File: config.mk
export PLATFORM = sky130hd
export DESIGN_NAME = lcgfs_top
export DESIGN_NICKNAME = d
export VERILOG_FILES = /design/src/common/lcgfs_pkg.sv /design/src/lcgfs_delay_line.sv /design/src/lcgfs_fault_ind.sv /design/src/lcgfs_top.sv
export SDC_FILE = /design/constraint.sdc
export NUM_CORES = 1
export LEC_CHECK = 0
export BUFFER_PORTS_ARGS = -buffer_cell sky130_fd_sc_hd__buf_2
export CAP_MARGIN = 20
export CORE_UTILIZATION = 33
export DETAILED_ROUTE_END_ITERATION = 12
export PLACE_DENSITY = 0.58
export SETUP_SLACK_MARGIN = 0.4
export SKIP_LAST_GASP = 1
export SLEW_MARGIN = 20
export SYNTH_ARGS = -nofsm -noshare
export SYNTH_HDL_FRONTEND = slang
export SYNTH_SLANG_ARGS = --single-unit
File: constraint.sdc
create_clock -name REF_CLK -period 2 [get_ports REF_CLK]
set_input_delay 0.2 -clock REF_CLK [delete_from_list [all_inputs] [get_ports REF_CLK]]
set_output_delay 0.2 -clock REF_CLK [all_outputs]
set_load 0.01 [all_outputs]
File: src/common/lcgfs_pkg.sv
// Constants, types and register map of the LED channel gate and fault sequencer
package lcgfs_pkg;

    // ------------------------------------------------------------
    // Timing
    // ------------------------------------------------------------
    localparam int CLK_NS       = 20;
    localparam int TICK_NS      = 3200;
    localparam int TICK_CYC     = TICK_NS / CLK_NS;
    localparam int UNIT_NS      = 13000;
    localparam int UNIT_TICKS   = 4;
    localparam int SETTLE_NS    = 13000;
    localparam int SETTLE_TICKS = (SETTLE_NS + TICK_NS - 1) / TICK_NS;
    localparam int QUAL_NS      = 13000;
    localparam int QUAL_TICKS   = (QUAL_NS + TICK_NS - 1) / TICK_NS;
    localparam int IND_KHZ      = 80;
    localparam int IND_NS       = 1000000 / IND_KHZ;
    localparam int IND_CYC      = IND_NS / CLK_NS;

    localparam logic [7:0] TICK_LAST   = 8'(TICK_CYC - 1);
    localparam logic [2:0] SETTLE_MAX  = 3'(SETTLE_TICKS);
    localparam logic [2:0] QUAL_LAST   = 3'(QUAL_TICKS - 1);
    localparam logic [9:0] IND_LAST    = 10'(IND_CYC - 1);
    localparam logic [9:0] IND_LOW_Q   = 10'(IND_CYC / 4);
    localparam logic [9:0] IND_LOW_H   = 10'(IND_CYC / 2);
    localparam logic [9:0] IND_LOW_3Q  = 10'((IND_CYC * 3) / 4);
    localparam logic [9:0] IND_LOW_F   = 10'(IND_CYC);

    // ------------------------------------------------------------
    // Sizes
    // ------------------------------------------------------------
    localparam int NCH   = 8;
    localparam int NCTRL = 4;

    // ------------------------------------------------------------
    // Register map
    // ------------------------------------------------------------
    localparam logic [11:0] REG_MODE   = 12'h000;
    localparam logic [11:0] REG_FAULT  = 12'h004;
    localparam logic [11:0] REG_STAT   = 12'h008;
    localparam int          LOD_LSB    = 0;
    localparam int          LSD_LSB    = 8;
    localparam int          FOD_LSB    = 16;
    localparam int          FSD_LSB    = 24;
    localparam int          OT_BIT     = 0;
    localparam int          EN_BIT     = 1;
    localparam int          GATE_LSB   = 8;
    localparam logic [31:0] RDATA_ZERO = 32'h0000_0000;

    // ------------------------------------------------------------
    // Types
    // ------------------------------------------------------------
    typedef enum logic [1:0] {
        FB_PAIR  = 2'b00,
        FB_FOUR  = 2'b01,
        FB_EIGHT = 2'b10
    } lcgfs_mode_t;

    localparam lcgfs_mode_t MODE_RST = FB_PAIR;

    typedef enum logic [2:0] {
        DUTY_NONE = 3'b000,
        DUTY_Q    = 3'b001,
        DUTY_H    = 3'b010,
        DUTY_3Q   = 3'b011,
        DUTY_FULL = 3'b100
    } lcgfs_duty_t;

    typedef struct packed {
        logic [7:0] drain_low;
        logic [7:0] drain_high_fix;
        logic [7:0] drain_high_adj;
        logic [7:0] src_low;
        logic [7:0] src_over;
        logic [7:0] src_under;
    } lcgfs_sense_t;

endpackage

File: src/lcgfs_delay_line.sv
// Tick-paced shift register giving one gate its phase-shift delay
`timescale 1ns/100ps
module lcgfs_delay_line #(
    parameter int DEPTH = 4
) (
    input  wire logic clk,
    input  wire logic rst_n,
    input  wire logic tick,
    input  wire logic din,
    output logic      dout
);
    import lcgfs_pkg::*;

    logic [DEPTH-1:0] sr;

    // ------------------------------------------------------------
    // Shift
    // ------------------------------------------------------------
    // Both edges delayed alike
    always_ff @(posedge clk or negedge rst_n) begin
        if (!rst_n) begin
            sr <= '0;
        end else if (tick) begin
            sr <= {sr[DEPTH-2:0], din};
        end
    end

    assign dout = sr[DEPTH-1];
endmodule

File: src/lcgfs_fault_ind.sv
// Open-drain fault indicator: fixed period, duty picked by fault class
`timescale 1ns/100ps
module lcgfs_fault_ind (
    input  wire logic               clk,
    input  wire logic               rst_n,
    input  wire lcgfs_pkg::lcgfs_duty_t duty_in,
    output logic                    oe
);
    import lcgfs_pkg::*;

    logic [9:0]  cnt;
    lcgfs_duty_t duty;
    logic [9:0]  low_len;
    logic        next_oe;
    wire         wrap = (cnt == IND_LAST);

    assign low_len = (duty == DUTY_Q)    ? IND_LOW_Q  :
                     (duty == DUTY_H)    ? IND_LOW_H  :
                     (duty == DUTY_3Q)   ? IND_LOW_3Q :
                     (duty == DUTY_FULL) ? IND_LOW_F  : 10'h000;
    // Low for the duty share of the period
    assign next_oe = (duty != DUTY_NONE) && (cnt < low_len);

    // ------------------------------------------------------------
    // Period counter and duty
    // ------------------------------------------------------------
    // Duty taken only at period start
    always_ff @(posedge clk or negedge rst_n) begin
        if (!rst_n) begin
            cnt  <= 10'h000;
            duty <= DUTY_NONE;
            oe   <= 1'b0;
        end else begin
            cnt  <= wrap ? 10'h000 : cnt + 10'h001;
            duty <= wrap ? duty_in : duty;
            oe   <= next_oe;
        end
    end
endmodule

File: src/lcgfs_top.sv
// Gate sequencing, fault qualification and APB registers of the LED driver
`timescale 1ns/100ps

// Notes on behaviour
// - Enable low turns every gate off regardless of control inputs.
// - Pairing mode: input k drives gates 2k-1 and 2k.
// - High control input turns on its channels; mapping follows feedback mode.
// - Enable changes reach gates directly, bypassing phase delays.
// - Unit phase delay is four internal clock ticks.
// - Gate n lags its input edge by n-1 unit delays.
// - Turn-on and turn-off edges get the same stagger.
// - Four-converter mode: input 1 drives gates 1,2,6,7; stagger kept.
// - After a channel turns on, wait settle time before sampling comparators.
// - Abnormal comparator must persist for qualify time to become a fault.
// - Failed channel shuts off alone before fault indication starts.
// - Open, short and FET-open faults watched while on; latched, channel off.
// - Indicator runs near 80 kHz; low duty 25/50/75/100 by fault class.
// - LED short threshold: fixed in pairing mode, headroom-scaled otherwise.
// - FET short watched always, not latched, clears below release level.
// - Over-temperature latches, kills all gates and regulator, indicator low.
// - Latched faults clear on enable high-low-high or supply lockout.
// - Reset selects pairing feedback mode.
// - Supply lockout holds all logic in reset.
module lcgfs_top (
    input  wire logic                    REF_CLK,
    input  wire logic                    RST_B,
    input  wire logic                    PSEL,
    input  wire logic                    PENABLE,
    input  wire logic                    PWRITE,
    input  wire logic [11:0]             PADDR,
    input  wire logic [31:0]             PWDATA,
    output logic      [31:0]             PRDATA,
    output logic                         PREADY,
    output logic                         PSLVERR,
    input  wire logic                    EN,
    input  wire logic [3:0]              CTRL,
    input  wire lcgfs_pkg::lcgfs_sense_t SENSE,
    input  wire logic                    OVER_TEMP,
    output logic      [7:0]              GATE,
    output logic                         REG_OFF,
    output logic                         FAULT_O,
    output logic                         FAULT_OE
);
    import lcgfs_pkg::*;

    // ------------------------------------------------------------
    // Declarations
    // ------------------------------------------------------------
    logic [7:0]     div_cnt;
    logic           tick;
    lcgfs_mode_t    mode;
    lcgfs_mode_t    mode_eff;
    logic           en_q;
    logic           ot_l;
    logic [NCH-1:0] src_sel;
    logic [NCH-1:0] dly_out;
    logic [NCH-1:0] lod_v;
    logic [NCH-1:0] lsd_v;
    logic [NCH-1:0] fod_v;
    logic [NCH-1:0] fsd_v;
    logic [NCH-1:0] chan_off;
    logic [NCH-1:0] next_gate;
    lcgfs_duty_t    duty_sel;
    logic [31:0]    rdata_mux;

    // Rising enable after low clears latches
    wire en_rise  = EN & ~en_q;
    wire mode_pair = (mode_eff == FB_PAIR);

    // ------------------------------------------------------------
    // Internal clock tick
    // ------------------------------------------------------------
    // Tick paces all phase delays
    assign tick = (div_cnt == TICK_LAST);

    always_ff @(posedge REF_CLK or negedge RST_B) begin
        if (!RST_B) begin
            div_cnt <= 8'h00;
            en_q    <= 1'b0;
            ot_l    <= 1'b0;
        end else begin
            div_cnt <= tick ? 8'h00 : div_cnt + 8'h01;
            en_q    <= EN;
            ot_l    <= (ot_l & ~en_rise) | OVER_TEMP;
        end
    end

    assign REG_OFF = ot_l;

    // ------------------------------------------------------------
    // Mode and input mapping
    // ------------------------------------------------------------
    // Unused code falls back to pairing so gates never lose a source
    assign mode_eff = (mode == FB_FOUR || mode == FB_EIGHT) ? mode : FB_PAIR;
    assign chan_off = lod_v | lsd_v | fod_v;

    genvar i;
    generate
        for (i = 0; i < NCH; i++) begin : g_ch
            localparam int PAIR_SRC = i / 2;
            localparam int FOUR_SRC = (i == 0 || i == 1 || i == 5 || i == 6)
                                      ? 0 : 1;
            logic [2:0] settle;
            logic [2:0] qual;
            logic       led_open_fault;
            logic       led_short_fault;
            logic       fet_open_fault;
            logic       fet_short_fault;

            // High input lights its mapped channels
            assign src_sel[i] = (mode_eff == FB_FOUR)  ? CTRL[FOUR_SRC] :
                                (mode_eff == FB_EIGHT) ? CTRL[0] :
                                CTRL[PAIR_SRC];

            // Gate n delayed by n-1 units
            if (i == 0) begin : g_nodly
                assign dly_out[i] = src_sel[i];
            end else begin : g_dly
                lcgfs_delay_line #(
                    .DEPTH (i * UNIT_TICKS)
                ) u_dly (
                    .clk   (REF_CLK),
                    .rst_n (RST_B),
                    .tick  (tick),
                    .din   (src_sel[i]),
                    .dout  (dly_out[i])
                );
            end

            wire drain_hi = mode_pair ? SENSE.drain_high_fix[i]
                                      : SENSE.drain_high_adj[i];
            wire abn   = SENSE.drain_low[i] | drain_hi | SENSE.src_low[i];
            wire watch = GATE[i] && (settle == SETTLE_MAX);
            wire done  = tick && watch && abn && (qual == QUAL_LAST);

            always_ff @(posedge REF_CLK or negedge RST_B) begin
                if (!RST_B) begin
                    settle <= 3'h0;
                    qual   <= 3'h0;
                    led_open_fault    <= 1'b0;
                    led_short_fault    <= 1'b0;
                    fet_open_fault    <= 1'b0;
                    fet_short_fault    <= 1'b0;
                end else begin
                    if (!GATE[i]) begin
                        settle <= 3'h0;
                    end else if (tick && settle != SETTLE_MAX) begin
                        settle <= settle + 3'h1;
                    end
                    if (!(watch && abn) || done) begin
                        qual <= 3'h0;
                    end else if (tick) begin
                        qual <= qual + 3'h1;
                    end
                    led_open_fault <= (led_open_fault & ~en_rise) | (done & SENSE.drain_low[i]);
                    led_short_fault <= (led_short_fault & ~en_rise) | (done & drain_hi);
                    fet_open_fault <= (fet_open_fault & ~en_rise) | (done & SENSE.src_low[i]);
                    if (SENSE.src_over[i]) begin
                        fet_short_fault <= 1'b1;
                    end else if (SENSE.src_under[i]) begin
                        fet_short_fault <= 1'b0;
                    end
                end
            end

            assign lod_v[i] = led_open_fault;
            assign lsd_v[i] = led_short_fault;
            assign fod_v[i] = fet_open_fault;
            assign fsd_v[i] = fet_short_fault;

        end
    endgenerate

    // ------------------------------------------------------------
    // Gate drive
    // ------------------------------------------------------------
    // Enable gates every channel; not delayed
    assign next_gate = {NCH{EN & ~ot_l}} & dly_out & ~chan_off;

    always_ff @(posedge REF_CLK or negedge RST_B) begin
        if (!RST_B) begin
            GATE <= 8'h00;
        end else begin
            GATE <= next_gate;
        end
    end

    // ------------------------------------------------------------
    // Fault indication
    // ------------------------------------------------------------
    // Most severe class wins
    assign duty_sel = (ot_l || |fsd_v) ? DUTY_FULL :
                      (|fod_v)         ? DUTY_3Q   :
                      (|lsd_v)         ? DUTY_H    :
                      (|lod_v)         ? DUTY_Q    : DUTY_NONE;

    lcgfs_fault_ind u_ind (
        .clk     (REF_CLK),
        .rst_n   (RST_B),
        .duty_in (duty_sel),
        .oe      (FAULT_OE)
    );

    assign FAULT_O = 1'b0;

    // ------------------------------------------------------------
    // APB slave
    // ------------------------------------------------------------
    wire setup  = PSEL & ~PENABLE;
    wire access = PSEL & PENABLE;
    wire hit_mode  = (PADDR == REG_MODE);
    wire hit_fault = (PADDR == REG_FAULT);
    wire hit_stat  = (PADDR == REG_STAT);
    wire hit       = hit_mode | hit_fault | hit_stat;

    always_comb begin
        rdata_mux = RDATA_ZERO;
        if (hit_mode) begin
            rdata_mux[1:0] = mode;
        end else if (hit_fault) begin
            rdata_mux[LOD_LSB +: NCH] = lod_v;
            rdata_mux[LSD_LSB +: NCH] = lsd_v;
            rdata_mux[FOD_LSB +: NCH] = fod_v;
            rdata_mux[FSD_LSB +: NCH] = fsd_v;
        end else if (hit_stat) begin
            rdata_mux[OT_BIT]          = ot_l;
            rdata_mux[EN_BIT]          = EN;
            rdata_mux[GATE_LSB +: NCH] = GATE;
        end
    end

    assign PREADY  = 1'b1;
    assign PSLVERR = access & ~hit;

    always_ff @(posedge REF_CLK or negedge RST_B) begin
        if (!RST_B) begin
            mode   <= MODE_RST;
            PRDATA <= RDATA_ZERO;
        end else begin
            if (access && PWRITE && hit_mode) begin
                mode <= lcgfs_mode_t'(PWDATA[1:0]);
            end
            if (setup && !PWRITE) begin
                PRDATA <= rdata_mux;
            end
        end
    end
endmodule
==> out/results.tsv <==
metric	value	unit
Final Critical Period	1.78	ns
Post-synth EDFFs	0	
Final Max Slew Viols	0	
critical path class	flip-flop to flip-flop	
setup slack after layout	0.216	ns
count of mapped cells out of synthesis	1108	
residual DRC count	0	
Max Clock Skew	0.0362	ns
Seq/Total Area, Yosys	56.4	%
Starting Density	33.8	%
mean instance size in the synthesized netlist	10.0	um^2
placeable core area	0.0328	mm^2
top post-synthesis cells by count	nand2_1, dfrtp_1, a22o_1, a21oi_1, ha_1	
vias in the first global route	8723	
Async S/R FF share, synth	100	%
ratio of cells with drive above 1 in the final layout	41.7	%
worst hold margin	0.0257	ns
Detailed Route Iter0 Violations	495	
Detail Placement HPWL	17400	um
Max IR drop VDD	0.000607	V
Crit. End Element	flip-flop	
number of max-capacitance violations reported	0	
transition at the pin with the smallest max-transition slack	0.532	ns
count of synthesis-stage warnings from yosys	0	
number of H-tree branching levels	1	
cell type with the highest aggregate area in the netlist	dfrtp_1	
vias per std cell	4.95	
crit-path max FO	8	
maximum number of pins on one net before global-route repair	91	
global placement routability congestion	0.799	
CP startpoint kind	flip-flop	
horizontal extent of the die	185	um
cell with the most instances after synthesis	nand2_1	
final clock period utilization by the worst path	89.2	%
FF+latch area	0.00627	mm^2
Final setup violation count	0	
CTS tree	built	
count of clock tree sinks	250	
highest-delay cell along the critical path	dfrtp_1	
aggregate routed wire length	31000	um
vias post-DR	9116	
final count of hold timing violations	0	
nets@finish	1524	
Sum Neg Setup Slack	0	ns
run status	finished clean	
worst-case headroom to the max-slew limit	64.5	%
Cell variety after synth	47	
initial antenna violation count	3	
Required @ worst endpoint	2.45	ns
Layout Cell Area excl Fill	0.0167	mm^2
residual antenna-violating net count after detailed routing	0	
sum of overflow across all layers after global routing	0	
number of fill cells in the layout	2883	
main flop type after synthesis	dfrtp_1	
cells taking the most area after synthesis	dfrtp_1, nand2_1, ha_1, a22o_1, a21oi_1	
sequence of cells on the critical path	inv_2, ha_4, buf_12, mux2_4, o31ai_4, nor3_2, a22o_1	
critical path arrival	2.23	ns
Clock transition at path regs	0.06	ns
cell area after synthesis	0.0111	mm^2
global-route wire length before repair	46100	um
Rows	66	
die area	0.0343	mm^2
number of storage elements in the synthesis netlist	250	
setup repair after global routing missed its margin	true	
worst skew pair latency	0.56	ns
number of buffer cells added on primary ports	115	
power density relative to cell area	633	mW/mm^2
placed instance area	0.0126	mm^2
Root Buffer Master	clkbuf_16	
synthesized net count	1254	
footprint of the multi-input gates	0.00573	mm^2
Hold/Removal Path Class	input pin to flip-flop	
signed area change from the synthesized netlist to the final layout	50.8	%
Worst Setup Slack post-DPL	0.0684	ns
Finished Core Util	51.0	%
number of detailed-routing iterations run before antenna repair	5	
TritonCTS Buffers	28	
Crit path largest cell delay	0.36	ns
static leakage	8.34	nW
number of I/O pins	148	
Die Y-Extent	185	um
buffer levels on the longest clock path	3	
mean routed wirelength per cell	16.8	um
area share of the largest cell type after synthesis	56.4	%
highest clock rate	561	MHz
global router's overall resource usage	17.0	%
-- layout make-up --
type | count | share of cell area (%)
Timing Repair Buffer | 287 | 18.5
Tap cell | 442 | 3.31
Clock inverter | 14 | 1.05
Multi-Input combinational cell | 769 | 34.2
Clock buffer | 35 | 4.47
Sequential cell | 250 | 37.5
Inverter | 42 | 0.943
Antenna cell | 1 | 0.0150
-- logic make-up after synthesis --
| family | count (synthesis) | synth area share, % |
|---|---|---|
| simple gates | 532 | 21.8 |
| flops | 250 | 56.4 |
| compound gates | 159 | 10.3 |
| buf+inv | 89 | 3.66 |
| fa+ha+maj | 43 | 4.85 |
| xor+xnor | 21 | 1.66 |
| mux | 12 | 1.21 |
| other cells | 2 | 0.0677 |
-- state kept, by name, indices dropped and copies added (netlist names) --
name / count
g_ch.g_dly.u_dly.sr: 104
GATE: 8
g_ch.fet_short_fault: 8
div_cnt: 8
en_q: 1
g_ch.led_open_fault: 8
g_ch.led_short_fault: 8
PRDATA: 32
g_ch.fet_open_fault: 8
REG_OFF: 1
u_ind.duty: 3
g_ch.qual: 24
mode: 2
u_ind.cnt: 10
g_ch.settle: 24
u_ind.oe: 1
-- critical path, delay by kind of cell (launching register included) --
family | cells | cell delay, ns
and+or+nand+nor | 1 | 0.09
buffers and inverters | 2 | 0.22
muxes | 1 | 0.35
adders and majority gates | 1 | 0.27
AOI/OAI and AO/OA | 2 | 0.41
DFF | 1 | 0.36
-- routing by layer --
layer / share of wire (%) / GRT usage, % / up-vias
met1: 44 / 22.8 / 4588
li1: - / - / 4306
met5: 0 / 0 / -
met4: 2.6 / 4.83 / 0
met3: 3.4 / 2.38 / 50
met2: 50 / 28.4 / 172
-- what timing repair did --
action / in CTS / in global routing
hold buffers: 41 / 1
endpoints found under the setup margin: 177 / 176
gates resized for setup: 103 / 294
hold endpoints to repair: 283 / 1
pin swaps: 39 / 203
cloned: 19 / 17
setup buffers: 40 / 12
-- layout by cell type (no fill, tap or decap), types with 10 or more instances in the layout --
cell and count:
nand2b_1 21, nor4_1 13, buf_12 19, inv_1 40
dlygate4sd3_1 42, a21oi_2 26, buf_16 23, nand2_2 117
xnor2_1 12, buf_6 24, a22o_1 49, ha_1 39
nor2_1 22, and2_1 14, a21o_1 13, buf_2 114
a21oi_1 16, o21ai_0 15, clkbuf_16 44, nand2_1 172
nor2b_1 10, and3_1 11, dfrtp_1 242, nor3_2 14
buf_4 42, nand2_4 57, nand3_1 31
-- through the flow --
stage	instances	total power, mW
finish	1840	10.6
floorplan	1108	5.25
detailed placement	1660	5.49
global placement	1660	5.49
CTS	1809	10.7
global route	1840	11.0
-- power breakdown --
group,internal [mW],switching (mW)
sequential,5.07,0.0132
clock,3.04,2.09
combinational,0.161,0.218
-- final timing paths --
check                                           from                        end  slack [ns]  cells after the start
setup / recovery                             mode[0]    g_ch[1].led_short_fault        0.22                      7
hold / removal                             SENSE[34]    g_ch[2].led_short_fault        0.03                      3
setup reg to reg                             mode[0]    g_ch[1].led_short_fault        0.22                      7
hold reg to reg            g_ch[5].g_dly.u_dly.sr[4]  g_ch[5].g_dly.u_dly.sr[4]        0.47                      2
max in group asynchronous                      RST_B                    mode[0]        1.09                      3
min in group asynchronous                      RST_B          g_ch[5].settle[2]        0.09                      2
Note: power is estimated with default switching activity, not from simulation.
